<file path="src/rtl/lesr_pkg.sv">
// Constants shared by the link event and topology status block.
package lesr_pkg;
  // ==========================================================================
  // Register offsets
  localparam logic [7:0] OFS_TOPO_BASE = 8'h64;
  localparam logic [7:0] OFS_TOPO_STATUS = 8'h68;
  localparam logic [7:0] OFS_CHAN_HIGH_SET = 8'h70;
  localparam logic [7:0] OFS_CHAN_HIGH_CLR = 8'h74;
  localparam logic [7:0] OFS_CHAN_LOW_SET = 8'h78;
  localparam logic [7:0] OFS_CHAN_LOW_CLR = 8'h7c;
  localparam logic [7:0] OFS_EVENT_SET = 8'h80;
  localparam logic [7:0] OFS_EVENT_CLR = 8'h84;
  localparam logic [7:0] OFS_ENABLE_SET = 8'h88;
  localparam logic [7:0] OFS_ENABLE_CLR = 8'h8c;
  localparam logic [7:0] OFS_ISO_TX_EVENT_SET = 8'h90;
  localparam logic [7:0] OFS_ISO_TX_EVENT_CLR = 8'h94;
  localparam logic [7:0] OFS_ISO_TX_MASK_SET = 8'h98;
  localparam logic [7:0] OFS_ISO_TX_MASK_CLR = 8'h9c;
  localparam logic [7:0] OFS_ISO_RX_EVENT_SET = 8'ha0;
  localparam logic [7:0] OFS_ISO_RX_EVENT_CLR = 8'ha4;
  localparam logic [7:0] OFS_ISO_RX_MASK_SET = 8'ha8;
  localparam logic [7:0] OFS_ISO_RX_MASK_CLR = 8'hac;
  // ==========================================================================
  // Field positions
  localparam int BASE_LSB = 11;
  localparam int ERROR_BIT = 31;
  localparam int GEN_LSB = 16;
  localparam int SIZE_LSB = 2;
  localparam int SIZE_W = 11;
  localparam int EV_REG_BYTE = 26;
  localparam int EV_OVERRUN = 25;
  localparam int EV_HALT = 24;
  localparam int EV_MISMATCH = 23;
  localparam int EV_MISSED = 22;
  localparam int EV_SEC64 = 21;
  localparam int EV_NEW_CYCLE = 20;
  localparam int EV_LINK_IRQ = 19;
  localparam int EV_BUS_REINIT = 17;
  localparam int EV_CAPTURE_DONE = 16;
  localparam int EV_ISO_RX = 7;
  localparam int EV_ISO_TX = 6;
  localparam int GATE_BIT = 31;
  localparam int TIMER_SEC_BIT6 = 31;
  localparam int TIMER_COUNT_LSB = 12;
  localparam int TIMER_COUNT_MSB = 24;
  localparam int TIMER_SEC_MSB = 31;
  // ==========================================================================
  // Writable bits and reset values
  localparam logic [31:0] EV_WRITABLE = 32'h07fb_033f;
  localparam logic [31:0] EV_DMA_BITS = 32'h0000_033f;
  localparam logic [31:0] EN_WRITABLE = 32'h87fb_03ff;
  localparam logic [31:0] ZERO_RESET = 32'h0000_0000;
  // ==========================================================================
  // Timing
  localparam int CLOCK_MHZ = 100;
  localparam int OVERRUN_MIN_US = 115;
  localparam int OVERRUN_CYCLES = OVERRUN_MIN_US * CLOCK_MHZ;
  typedef enum logic [0:0] {LESR_OV_IDLE = 1'b0, LESR_OV_TIMING = 1'b1} lesr_ov_state_t;
endpackage

</file>
<file path="src/rtl/lesr_link_event_and_selfid_regs.sv">
// Topology status, channel enable and interrupt event registers of the link controller.
`timescale 1ns/10ps
`default_nettype none

module lesr_link_event_and_selfid_regs #(
  parameter int OVERRUN_CYCLES = lesr_pkg::OVERRUN_CYCLES
) (
  // Clock and reset
  input wire logic clock,
  input wire logic rst,
  // Register port
  input wire logic [7:0] reg_addr,
  input wire logic reg_wr,
  input wire logic reg_rd,
  input wire logic [31:0] reg_wdata,
  output logic [31:0] reg_rdata,
  // Topology capture
  input wire logic bus_reinit_event,
  input wire logic capture_quadlet,
  input wire logic capture_done,
  input wire logic capture_fault,
  // Cycle timing
  input wire logic [31:0] local_cycle_timer,
  input wire logic cycle_begin_signal,
  input wire logic rx_cycle_start,
  input wire logic [31:0] rx_cycle_time,
  input wire logic timer_host_write,
  input wire logic [31:0] timer_write_data,
  input wire logic subaction_gap,
  input wire logic cycle_master_request,
  // Other event sources
  input wire logic link_reg_byte_arrived,
  input wire logic link_status_irq,
  input wire logic halt_error,
  input wire logic [31:0] dma_sources,
  input wire logic [31:0] context_halted_flag,
  input wire logic [31:0] iso_tx_sources,
  input wire logic [31:0] iso_rx_sources,
  // Outputs
  output logic [63:0] channel_enable_bits,
  output logic cycle_master_role,
  output logic irq
);

  // ==========================================================================
  // Write decode
  function automatic logic hit(input logic [7:0] a, input logic [7:0] ofs, input logic w);
    hit = w && (a == ofs);
  endfunction

  function automatic logic [31:0] rises(input logic [31:0] now, input logic [31:0] prev);
    rises = now & ~prev;
  endfunction

  logic [31:0] event_flags, event_enables;
  logic [31:0] iso_tx_event, iso_tx_mask, iso_rx_event, iso_rx_mask;
  logic [31:0] src_prev, iso_tx_prev, iso_rx_prev;
  logic [31:0] src_now, src_rise, ev_view, ev_clr, ev_set, next_event_flags;
  logic [31:0] topology_buffer_base_field;
  logic topology_error_flag;
  logic [7:0] topology_generation_counter;
  logic [lesr_pkg::SIZE_W-1:0] topology_size_field;
  logic seen_start, bus_rise, overrun_fire, iso_tx_summary, iso_rx_summary, count_prev, sec_prev;
  logic [15:0] ov_count;
  lesr_pkg::lesr_ov_state_t ov_state;

  assign bus_rise = src_rise[lesr_pkg::EV_BUS_REINIT];
  assign iso_tx_summary = |(iso_tx_event & iso_tx_mask);
  assign iso_rx_summary = |(iso_rx_event & iso_rx_mask);

  // ==========================================================================
  // Event sources, gathered as levels so that only edges set flags
  always_comb begin
    src_now = dma_sources & lesr_pkg::EV_DMA_BITS;
    // Halted contexts may not raise ordinary events while the halt flag stands.
    if (event_flags[lesr_pkg::EV_HALT]) begin
      src_now = src_now & ~context_halted_flag;
    end
    src_now[lesr_pkg::EV_REG_BYTE] = link_reg_byte_arrived;
    src_now[lesr_pkg::EV_OVERRUN] = overrun_fire;
    src_now[lesr_pkg::EV_HALT] = halt_error;
    src_now[lesr_pkg::EV_MISMATCH] = (rx_cycle_start && (rx_cycle_time[31:12]
      != local_cycle_timer[31:12])) || (timer_host_write
      && (timer_write_data[31:12] != local_cycle_timer[31:12]));
    src_now[lesr_pkg::EV_MISSED] = (local_cycle_timer[lesr_pkg::TIMER_COUNT_LSB]
      != count_prev) && !seen_start;
    src_now[lesr_pkg::EV_SEC64] = local_cycle_timer[lesr_pkg::TIMER_SEC_BIT6]
      != sec_prev;
    src_now[lesr_pkg::EV_NEW_CYCLE] = local_cycle_timer[lesr_pkg::TIMER_COUNT_LSB]
      != count_prev;
    src_now[lesr_pkg::EV_LINK_IRQ] = link_status_irq;
    src_now[lesr_pkg::EV_BUS_REINIT] = bus_reinit_event;
    src_now[lesr_pkg::EV_CAPTURE_DONE] = capture_done;
    src_rise = rises(src_now, src_prev);
  end

  // Timer bits are compared against their own last value, so each toggle is one event.
  always_ff @(posedge clock) begin
    if (rst) begin
      src_prev <= lesr_pkg::ZERO_RESET;
      iso_tx_prev <= lesr_pkg::ZERO_RESET;
      iso_rx_prev <= lesr_pkg::ZERO_RESET;
      count_prev <= 1'b0;
      sec_prev <= 1'b0;
    end else begin
      src_prev <= src_now;
      iso_tx_prev <= iso_tx_sources;
      iso_rx_prev <= iso_rx_sources;
      count_prev <= local_cycle_timer[lesr_pkg::TIMER_COUNT_LSB];
      sec_prev <= local_cycle_timer[lesr_pkg::TIMER_SEC_BIT6];
    end
  end

  // ==========================================================================
  // Missed cycle start tracking
  always_ff @(posedge clock) begin
    if (rst) begin
      seen_start <= 1'b0;
    end else if (cycle_begin_signal || rx_cycle_start) begin
      seen_start <= 1'b1;
    end else if (local_cycle_timer[lesr_pkg::TIMER_COUNT_LSB] != count_prev) begin
      seen_start <= 1'b0;
    end
  end

  // ==========================================================================
  // Cycle overrun timer
  always_ff @(posedge clock) begin
    if (rst) begin
      ov_state <= lesr_pkg::LESR_OV_IDLE;
      ov_count <= 16'h0000;
      overrun_fire <= 1'b0;
    end else begin
      overrun_fire <= 1'b0;
      case (ov_state)
        lesr_pkg::LESR_OV_IDLE: begin
          ov_count <= 16'h0000;
          if (cycle_begin_signal && cycle_master_role) begin
            ov_state <= lesr_pkg::LESR_OV_TIMING;
          end
        end
        default: begin
          if (subaction_gap || bus_reinit_event || !cycle_master_role) begin
            ov_state <= lesr_pkg::LESR_OV_IDLE;
          end else if (ov_count == 16'(OVERRUN_CYCLES - 1)) begin
            overrun_fire <= 1'b1;
            ov_state <= lesr_pkg::LESR_OV_IDLE;
          end else begin
            ov_count <= ov_count + 16'h0001;
          end
        end
      endcase
    end
  end

  always_ff @(posedge clock) begin
    if (rst) begin
      cycle_master_role <= 1'b0;
    end else if (overrun_fire) begin
      cycle_master_role <= 1'b0;
    end else if (cycle_master_request) begin
      cycle_master_role <= 1'b1;
    end
  end

  // ==========================================================================
  // Topology capture status
  always_ff @(posedge clock) begin
    if (rst) begin
      topology_buffer_base_field <= lesr_pkg::ZERO_RESET;
    end else if (hit(reg_addr, lesr_pkg::OFS_TOPO_BASE, reg_wr)) begin
      topology_buffer_base_field <= {reg_wdata[31:lesr_pkg::BASE_LSB],
        11'h000};
    end
  end

  always_ff @(posedge clock) begin
    if (rst) begin
      topology_generation_counter <= 8'h00;
      topology_size_field <= 11'h000;
      topology_error_flag <= 1'b0;
    end else begin
      if (bus_rise) begin
        topology_generation_counter <= topology_generation_counter + 8'h01;
        topology_size_field <= 11'h000;
      end else if (capture_quadlet) begin
        topology_size_field <= topology_size_field + 11'h001;
      end
      if (capture_done) begin
        topology_error_flag <= capture_fault;
      end
    end
  end

  // ==========================================================================
  // Channel enables keep their contents across every kind of reset.
  always_ff @(posedge clock) begin
    if (hit(reg_addr, lesr_pkg::OFS_CHAN_HIGH_SET, reg_wr)) begin
      channel_enable_bits[63:32] <= channel_enable_bits[63:32] | reg_wdata;
    end else if (hit(reg_addr, lesr_pkg::OFS_CHAN_HIGH_CLR, reg_wr)) begin
      channel_enable_bits[63:32] <= channel_enable_bits[63:32] & ~reg_wdata;
    end
    if (hit(reg_addr, lesr_pkg::OFS_CHAN_LOW_SET, reg_wr)) begin
      channel_enable_bits[31:0] <= channel_enable_bits[31:0] | reg_wdata;
    end else if (hit(reg_addr, lesr_pkg::OFS_CHAN_LOW_CLR, reg_wr)) begin
      channel_enable_bits[31:0] <= channel_enable_bits[31:0] & ~reg_wdata;
    end
  end

  // ==========================================================================
  // Primary event and enable registers; hardware set wins over software clear.
  always_comb begin
    ev_clr = hit(reg_addr, lesr_pkg::OFS_EVENT_CLR, reg_wr) ? reg_wdata : 32'h0000_0000;
    ev_set = hit(reg_addr, lesr_pkg::OFS_EVENT_SET, reg_wr) ? reg_wdata : 32'h0000_0000;
    ev_set = (ev_set | src_rise) & lesr_pkg::EV_WRITABLE;
    if (bus_rise) begin
      ev_clr[lesr_pkg::EV_CAPTURE_DONE] = 1'b1;
      ev_set[lesr_pkg::EV_CAPTURE_DONE] = 1'b0;
    end
    next_event_flags = (event_flags & ~ev_clr) | ev_set;
  end

  always_ff @(posedge clock) begin
    if (rst) begin
      event_flags <= lesr_pkg::ZERO_RESET;
    end else begin
      event_flags <= next_event_flags;
    end
  end

  always_ff @(posedge clock) begin
    if (rst) begin
      event_enables <= lesr_pkg::ZERO_RESET;
    end else if (hit(reg_addr, lesr_pkg::OFS_ENABLE_SET, reg_wr)) begin
      event_enables <= event_enables | (reg_wdata & lesr_pkg::EN_WRITABLE);
    end else if (hit(reg_addr, lesr_pkg::OFS_ENABLE_CLR, reg_wr)) begin
      event_enables <= event_enables & ~reg_wdata;
    end
  end

  // ==========================================================================
  // Secondary iso context registers
  always_ff @(posedge clock) begin
    if (rst) begin
      iso_tx_event <= lesr_pkg::ZERO_RESET;
      iso_rx_event <= lesr_pkg::ZERO_RESET;
      iso_tx_mask <= lesr_pkg::ZERO_RESET;
      iso_rx_mask <= lesr_pkg::ZERO_RESET;
    end else begin
      iso_tx_event <= (iso_tx_event
        & ~(hit(reg_addr, lesr_pkg::OFS_ISO_TX_EVENT_CLR, reg_wr) ? reg_wdata : 32'h0))
        | (hit(reg_addr, lesr_pkg::OFS_ISO_TX_EVENT_SET, reg_wr) ? reg_wdata : 32'h0)
        | rises(iso_tx_sources, iso_tx_prev);
      iso_rx_event <= (iso_rx_event
        & ~(hit(reg_addr, lesr_pkg::OFS_ISO_RX_EVENT_CLR, reg_wr) ? reg_wdata : 32'h0))
        | (hit(reg_addr, lesr_pkg::OFS_ISO_RX_EVENT_SET, reg_wr) ? reg_wdata : 32'h0)
        | rises(iso_rx_sources, iso_rx_prev);
      iso_tx_mask <= (iso_tx_mask
        & ~(hit(reg_addr, lesr_pkg::OFS_ISO_TX_MASK_CLR, reg_wr) ? reg_wdata : 32'h0))
        | (hit(reg_addr, lesr_pkg::OFS_ISO_TX_MASK_SET, reg_wr) ? reg_wdata : 32'h0);
      iso_rx_mask <= (iso_rx_mask
        & ~(hit(reg_addr, lesr_pkg::OFS_ISO_RX_MASK_CLR, reg_wr) ? reg_wdata : 32'h0))
        | (hit(reg_addr, lesr_pkg::OFS_ISO_RX_MASK_SET, reg_wr) ? reg_wdata : 32'h0);
    end
  end

  // ==========================================================================
  // Interrupt request and read-back
  always_comb begin
    ev_view = event_flags;
    ev_view[lesr_pkg::EV_ISO_RX] = iso_rx_summary;
    ev_view[lesr_pkg::EV_ISO_TX] = iso_tx_summary;
  end

  always_ff @(posedge clock) begin
    if (rst) begin
      irq <= 1'b0;
    end else begin
      irq <= event_enables[lesr_pkg::GATE_BIT] && |(ev_view & event_enables);
    end
  end

  always_ff @(posedge clock) begin
    if (rst) begin
      reg_rdata <= lesr_pkg::ZERO_RESET;
    end else if (reg_rd) begin
      if (reg_addr == lesr_pkg::OFS_TOPO_BASE) begin
        reg_rdata <= topology_buffer_base_field;
      end else if (reg_addr == lesr_pkg::OFS_TOPO_STATUS) begin
        reg_rdata <= {topology_error_flag, 7'h00, topology_generation_counter, 3'h0,
          topology_size_field, 2'h0};
      end else if (reg_addr == lesr_pkg::OFS_CHAN_HIGH_SET
          || reg_addr == lesr_pkg::OFS_CHAN_HIGH_CLR) begin
        reg_rdata <= channel_enable_bits[63:32];
      end else if (reg_addr == lesr_pkg::OFS_CHAN_LOW_SET
          || reg_addr == lesr_pkg::OFS_CHAN_LOW_CLR) begin
        reg_rdata <= channel_enable_bits[31:0];
      end else if (reg_addr == lesr_pkg::OFS_EVENT_SET) begin
        reg_rdata <= ev_view;
      end else if (reg_addr == lesr_pkg::OFS_EVENT_CLR) begin
        reg_rdata <= ev_view & event_enables;
      end else if (reg_addr == lesr_pkg::OFS_ENABLE_SET
          || reg_addr == lesr_pkg::OFS_ENABLE_CLR) begin
        reg_rdata <= event_enables;
      end else if (reg_addr == lesr_pkg::OFS_ISO_TX_EVENT_SET) begin
        reg_rdata <= iso_tx_event;
      end else if (reg_addr == lesr_pkg::OFS_ISO_TX_EVENT_CLR) begin
        reg_rdata <= iso_tx_event & iso_tx_mask;
      end else if (reg_addr == lesr_pkg::OFS_ISO_TX_MASK_SET
          || reg_addr == lesr_pkg::OFS_ISO_TX_MASK_CLR) begin
        reg_rdata <= iso_tx_mask;
      end else if (reg_addr == lesr_pkg::OFS_ISO_RX_EVENT_SET) begin
        reg_rdata <= iso_rx_event;
      end else if (reg_addr == lesr_pkg::OFS_ISO_RX_EVENT_CLR) begin
        reg_rdata <= iso_rx_event & iso_rx_mask;
      end else if (reg_addr == lesr_pkg::OFS_ISO_RX_MASK_SET
          || reg_addr == lesr_pkg::OFS_ISO_RX_MASK_CLR) begin
        reg_rdata <= iso_rx_mask;
      end else begin
        reg_rdata <= lesr_pkg::ZERO_RESET;
      end
    end
  end
endmodule

`default_nettype wire

</file>
<file path="config.mk">
export PLATFORM = sky130hd
export DESIGN_NAME = lesr_link_event_and_selfid_regs
export DESIGN_NICKNAME = d
export VERILOG_FILES = /design/src/rtl/lesr_pkg.sv /design/src/rtl/lesr_link_event_and_selfid_regs.sv
export SDC_FILE = /design/constraint.sdc
export NUM_CORES = 1
export LEC_CHECK = 0
export ABC_CLOCK_PERIOD_IN_PS = 5420
export BUFFER_PORTS_ARGS = -buffer_cell sky130_fd_sc_hd__buf_2
export CORE_UTILIZATION = 55
export DETAILED_ROUTE_END_ITERATION = 8
export PLACE_DENSITY_LB_ADDON = 0.08
export SYNTH_ARGS = -nofsm -noshare
export SYNTH_HDL_FRONTEND = slang
export SYNTH_SLANG_ARGS = --single-unit
export TNS_END_PERCENT = 1
</file>
<file path="constraint.sdc">
create_clock -name clock -period 5.42 [get_ports clock]
set_clock_uncertainty 0.15 [all_clocks]
set_input_delay 1.355 -clock clock [delete_from_list [all_inputs] [get_ports clock]]
set_output_delay 1.355 -clock clock [all_outputs]
set_load 0.02 [all_outputs]
</file>
==> results.md, run 1 <==
- PwrDens: 318.7 mW/mm²
- Register area: 0.009289 mm²
- DRT Pass-1 Iters: 8
- Post-CTS setup repair buffer count: 0
- DR WL/cell: 24.74 µm
- Multi-input logic area: 0.009459 mm²
- RSZ-0062 raised after global routing: false
- Leak Pwr: 8.639 nW
- H-tree levels: 2
- Synth warnings: 0
- Setup violations, final: 0
- Max incr delay on CP: 0.82 ns
- Cell Area, Placed: 0.02142 mm²
- Gr usage total: 39.48%
- Cell variety after synth: 74
- Top delay family on crit path: compound AO/OA/AOI/OAI gates
- Worst path required time: 5.69 ns
- Die extent in x: 191.7 µm
- Hold Path Class: flop to flop
- Initial core utilization: 55.76%
- Avg Cell Area, Syn: 8.572 µm²
- Root Buffer Master: clkbuf_16
- Slew @ Worst Pin: 1.155 ns
- Cell with the most instances after synthesis: dfxtp_1
- First-pass GRT wire length: 108200 µm
- Max-cap violation count: 0
- Worst hold slack: 0.2946 ns
- Commonest cells in the netlist: dfxtp_1 (368), nand2_1 (311), nor2_1 (258)
- Crit path max fanout: 32
- Vias: 19418
- Area growth syn-to-layout: 16.21%
- Critical Path End Type: flop
- Fillers: 3062
- Drt total wl: 73900 µm
- Vias per cell: 6.501
- Fin util: 64.80%
- Dpl hpwl: 52480 µm
- Final Cycle Share: 74.66%
- Synth top area cells: dfxtp_1 (37%), edfxtp_1 (9.7%), nand2_1 (5.9%)
- Flops & latches, synth: 432
- Grt ovf: 0
- Period minus WS final: 4.046 ns
- Register area share after synthesis: 46.95%
- Critical path class: primary input to flop
- Area leader, netlist: dfxtp_1
- Antenna violations before repair: 2
- Clk Latency, worst-skew pair: 0.59 ns
- Outcome: complete, but fails checks
- Final Cell Area: 0.02299 mm²
- Number of synthesized flops with an enable pin: 64
- Syn nets: 2591
- Syn Std Cell Area: 0.01979 mm²
- Cells after synthesis: 2308
- Final-report hold violation count: 0
- Initial DRC count: 2734
- Port Buffers: 293
- Vias in the first global route: 17606
- Clock transition at the registers of the reported paths: 0.06 ns
- CP max-delay cell: o21ai_0
- Slew HR: 22.99%
- Worst Path Arrival: 4.31 ns
- Layout cell share with drive strength beyond 1: 16.79%
- DRC Markers: 2
- WP buf/inv: 2
- Setup TNS: 0 ns
- Failing checks: DRC
- Main synth FF type: dfxtp_1
- CTS Buf Count: 46
- Fraction of registers with async set/reset: 0%
- Power Total: 7.327 mW
- Routed Antenna Nets: 0
- Post-cts sizing count: 0
- N_diodes: 0
- CTS tree: built
- # rows: 69
- Core ar.: 0.03548 mm²
- Worst Setup Start Kind: primary input
- Die area: 0.03674 mm²
- Crit path top cell by count: o21ai_0
- Post-synth top area share: 37.24%
- Largest net degree at the start of global routing: 118
- Final nets: 2776
- Clock sink count: 432
- Final Max Tran Viols: 0
- Ports: 378
- CTS Hold Buffers Added: 0
- Gpl congestion: 0.9949
- Fmax: 247.1 MHz
- Critical Path, Cell by Cell: buf_2 > inv_1 > o21ai_0 > o21ai_0 > a221oi_1 > nor4_1
- CTS Buffer Depth: 3
- Height of the die: 191.7 µm
- VDD IR-drop max: 0.4941 mV
[power by group]
group          leakage, nW  internal, mW  switching, mW
combinational         4.41         0.204          0.380
clock                0.771          2.01           1.30
sequential            3.46          3.34          0.101
total                 8.64          5.55           1.78
[tightest hold or removal path: cells and delay by family (launching register included)]
family	cells	cell delay [ns]
DFF	1	0.31
and+or+nand+nor	1	0.05
AOI/OAI and AO/OA	1	0.05
[routing by layer]
metal	part of all wire, %	up-vias	global-route usage [%]
met5	0	-	0
met4	4.1	0	15.66
met3	12	186	9.209
met2	44	1309	61.34
met1	39	9234	52.86
li1	-	8689	-
[cell families after synthesis]
family	after synthesis	synth area share, %
and+or+nand+nor	896	21.50
xor gates and xnor gates	71	3.143
AOI/OAI and AO/OA	619	22.06
DFF	432	46.95
adders and majority gates	3	0.1897
buffers and inverters	276	5.597
muxes	11	0.5628
[layout make-up]
| type | instances | share of cell area [%] |
|---|---|---|
| clock buffers | 66 | 5.871 |
| clock inverters | 15 | 0.9577 |
| inverters | 81 | 1.322 |
| multi-input cells | 1600 | 41.14 |
| flip-flops and latches | 432 | 40.40 |
| well taps | 461 | 2.509 |
| repair buffers | 332 | 7.803 |
[stage by stage]
| step | setup slack (ns) | instances |
|---|---|---|
| after floorplan | 1.200 | 2308 |
| after global routing | 1.353 | 2987 |
| after global placement | 1.039 | 2906 |
| after CTS | 1.532 | 2987 |
| after detailed placement | 0.9437 | 2906 |
| final | 1.374 | 2987 |
[final timing paths]
kind	cells after the start	slack, ns	endpoint	start
worst min-delay path	2	0.29	reg_rdata[9]$_SDFFE_PP0P_	reg_rdata[9]$_SDFFE_PP0P_
worst max-delay path	6	1.37	reg_rdata[15]$_SDFFE_PP0P_	reg_addr[3]
worst max register to register	6	2.39	irq$_SDFF_PP0_	iso_rx_event[3]$_SDFF_PP0_
worst min register to register	2	0.29	reg_rdata[9]$_SDFFE_PP0P_	reg_rdata[9]$_SDFFE_PP0P_
[cells in the final DEF (no fill, tap or decap), types with 10 or more instances in the layout]
cell	instances
mux2i_1	10
buf_4	37
xnor2_1	26
nand3_1	23
a22oi_1	103
nand4_1	30
buf_2	292
dfxtp_1	368
xor2_1	45
o211ai_1	23
nor3_1	10
nor4_1	15
nand2b_1	33
or3_1	12
a32oi_1	11
o22ai_1	18
a222oi_1	69
and3_1	79
inv_1	81
a311oi_1	23
o21ai_1	11
o21ai_0	92
edfxtp_1	64
nand2_1	311
a21oi_1	126
o221ai_1	12
clkbuf_1	11
a221oi_1	25
nor2b_1	81
nor2_1	254
a31oi_1	20
a22o_1	15
clkbuf_16	49
a2bb2oi_1	11
Power figures use the tool's default switching activity.
==> run 2: changes to the inputs <==
Settings changed: ABC_CLOCK_PERIOD_IN_PS 5420 to 3500, CORE_UTILIZATION 55 to 50.
Clock period 5.42 ns to 3.5 ns, I/O delays scaled along.
==> results.md, run 2 (synthesized netlist as in run 1, its figures left out) <==
- Grt ovf: 0 (unchanged)
- Critical Path, Cell by Cell: buf_2 > buf_4 > nand4bb_1 > nand2b_1 > o22ai_1 > o21ai_0 > a221oi_1 > nor4_1
- Clock sink count: 432 (unchanged)
- Final-report hold violation count: 0 (unchanged)
- Vias: 19325 (-0.48%)
- Slew @ Worst Pin: 1.317 ns (+0.1616 ns)
- Slack of the critical path: 0.6650 ns (-0.7086 ns)
- Routed Antenna Nets: 0 (unchanged)
- Hold Path Class: flop to flop
- CTS Buffer Depth: 3 (unchanged)
- Post-CTS setup repair buffer count: 0 (unchanged)
- CP max-delay cell: a221oi_1
- Leak Pwr: 8.870 nW (+2.7%)
- Layout cell share with drive strength beyond 1: 18.44% (+1.6 points)
- Sw Ratio: 25.00% (+0.71 points)
- Height of the die: 200.9 µm (+4.8%)
- Max-cap violation count: 0 (unchanged)
- Seq pwr share: 48.4% (+1.5 points)
- Max incr delay on CP: 0.61 ns (-0.21 ns)
- Worst Path Arrival: 3.11 ns (-1.20 ns)
- Largest net degree at the start of global routing: 115 (-2.5%)
- Place WS: 0.1589 ns (-0.7848 ns)
- Ports: 378 (unchanged)
- Reg2reg end: irq$_SDFF_PP0_
- Die area: 0.04037 mm² (+9.9%)
- # rows: 72 (+4.3%)
- PwrDens: 469.3 mW/mm² (+47%)
- Cell Area, Placed: 0.02202 mm² (+2.8%)
- RSZ-0062 raised after global routing: false
- Antenna violations before repair: 1 (-1)
- Period minus WS final: 2.835 ns
- Gpl congestion: 1.003 (+0.81%)
- Internal power: 8.260 mW (+49%)
- CTS Hold Buffers Added: 0 (unchanged)
- Vias per cell: 6.232 (-4.1%)
- Die extent in x: 200.9 µm (+4.8%)
- CTS tree: built
- R2R Setup Slk: 0.83 ns (-1.56 ns)
- Drt total wl: 75010 µm (+1.5%)
- Clk Latency, worst-skew pair: 0.59 ns (about the same)
- Core ar.: 0.03883 mm² (+9.4%)
- Gr usage total: 36.19% (-3.3 points)
- Fmax: 352.7 MHz
- Initial DRC count: 2662 (-2.6%)
- Hold path cells: 2 (unchanged)
- Critical Path End Type: flop
- Fin util: 60.45% (-4.4 points)
- Final nets: 2830 (+1.9%)
- Clock power frac: 43.2% (-1.9 points)
- Root Buffer Master: clkbuf_16
- Sw power: 2.754 mW (+55%)
- Setup violations, final: 0 (unchanged)
- Initial core utilization: 50.96% (-4.8 points)
- Failing checks: DRC
- Vias in the first global route: 17646 (+0.23%)
- Commonest non-fill, non-tap cell in the layout: dfxtp_1
- Worst Setup Start Kind: primary input
- Worst R2R Path Depth: 6 (unchanged)
- Most frequent cells in the layout: dfxtp_1 (368), nand2_1 (311), buf_2 (292)
- Crit path max fanout: 9 (-72%)
- Dpl hpwl: 55000 µm (+4.8%)
- Post-cts sizing count: 0 (unchanged)
- Setup TNS: 0 ns (unchanged)
- DR WL/cell: 24.19 µm (-2.2%)
- First-pass GRT wire length: 110800 µm (+2.4%)
- Port Buffers: 293 (unchanged)
- Final Cycle Share: 81.00%
- Slew HR: 12.13% (-11 points)
- H-tree levels: 2 (unchanged)
- DRT Pass-1 Iters: 9 (+1)
- Worst min-delay path endpoint: reg_rdata[4]$_SDFFE_PP0P_
- Area growth syn-to-layout: 18.62%
- Outcome: complete, but fails checks
- Final Cell Area: 0.02347 mm² (+2.1%)
- CTS Buf Count: 46 (unchanged)
- Final cell count without fillers: 3101 (+3.8%)
- Clock transition at the registers of the reported paths: 0.06 ns (about the same)
- Worst path required time: 3.77 ns (-1.92 ns)
- VDD IR-drop max: 0.3862 mV (-22%)
- Placed insts: 3017 (+3.8%)
- Critical path class: primary input to flop
- Worst reg2reg startpoint: iso_tx_event[4]$_SDFF_PP0_
- Gate power share: 8.4% (+0.4 points)
- Final Max Tran Viols: 0 (unchanged)
- DRC Markers: 14 (+12)
- Hold Startpoint: reg_rdata[4]$_SDFFE_PP0P_
-- run 2: cell count changes in the layout (fill, tap and decap cells not counted), sizes merged --
cell,before,now
buf,332,386
bufinv,6,3
clkinv,9,11
clkinvlp,0,2
diode,0,1
inv,81,82
-- run 2: area by class of cell --
| cell class | instances | area (µm²) |
|---|---|---|
| clock inverter | 17 | 165.2 |
| fill | 3443 | 15360 |
| multi-input combinational | 1600 | 9459 |
| inverter | 81 | 304.0 |
| tap | 518 | 648.1 |
| antenna | 1 | 2.502 |
| sequential | 432 | 9289 |
| clock buffer | 66 | 1277 |
| timing repair buffer | 386 | 2325 |
-- run 2: critical path, delay by kind of cell --
family | cells | cell delay, ns
buffers and inverters | 2 | 0.29
AOI/OAI and AO/OA | 3 | 1.13
and+or+nand+nor | 3 | 0.79
-- run 2: worst max-delay path by stage --
stage	end	from	slack [ns]	cells past startpoint
after floorplan	flop	reg_addr[1]	0.38	5
after CTS	iso_rx_mask[13]$_SDFF_PP0_	reg_addr[1]	0.76	8
after detailed placement	iso_rx_mask[15]$_SDFF_PP0_	reg_addr[1]	0.16	8
final	reg_rdata[25]$_SDFFE_PP0P_	reg_addr[6]	0.66	8
after global routing	iso_rx_mask[15]$_SDFF_PP0_	reg_addr[1]	0.58	8
after global placement	iso_rx_mask[16]$_SDFF_PP0_	reg_addr[1]	0.20	8
-- run 2: through the flow --
stage	power (mW)	hold WS, ns
floorplan	5.856	0.2614
global placement	6.304	0.2854
finish	11.01	0.2987
global route	11.35	0.3218
CTS	11.04	0.3025
detailed placement	6.330	0.2946
-- run 2: per-layer routing --
| metal | vias to the layer above | track usage (%) | wire length [µm] |
|---|---|---|---|
| met3 | 125 | 5.471 | 7606 |
| li1 | 8804 | - | - |
| met2 | 1207 | 55.89 | 33240 |
| met1 | 9189 | 51.18 | 31540 |
| met5 | - | 0 | 0 |
| met4 | 0 | 13.11 | 2623 |
-- run 2: power by group through the flow --
stage | clock network [mW] | registers [mW] | logic, mW
2_1_floorplan | 0 | 5.35 | 0.503
3_3_place_gp | 0 | 5.42 | 0.880
3_5_place_dp | 0 | 5.43 | 0.902
4_1_cts | 4.81 | 5.32 | 0.906
5_1_grt | 5.03 | 5.33 | 0.994
6_report | 4.76 | 5.33 | 0.924
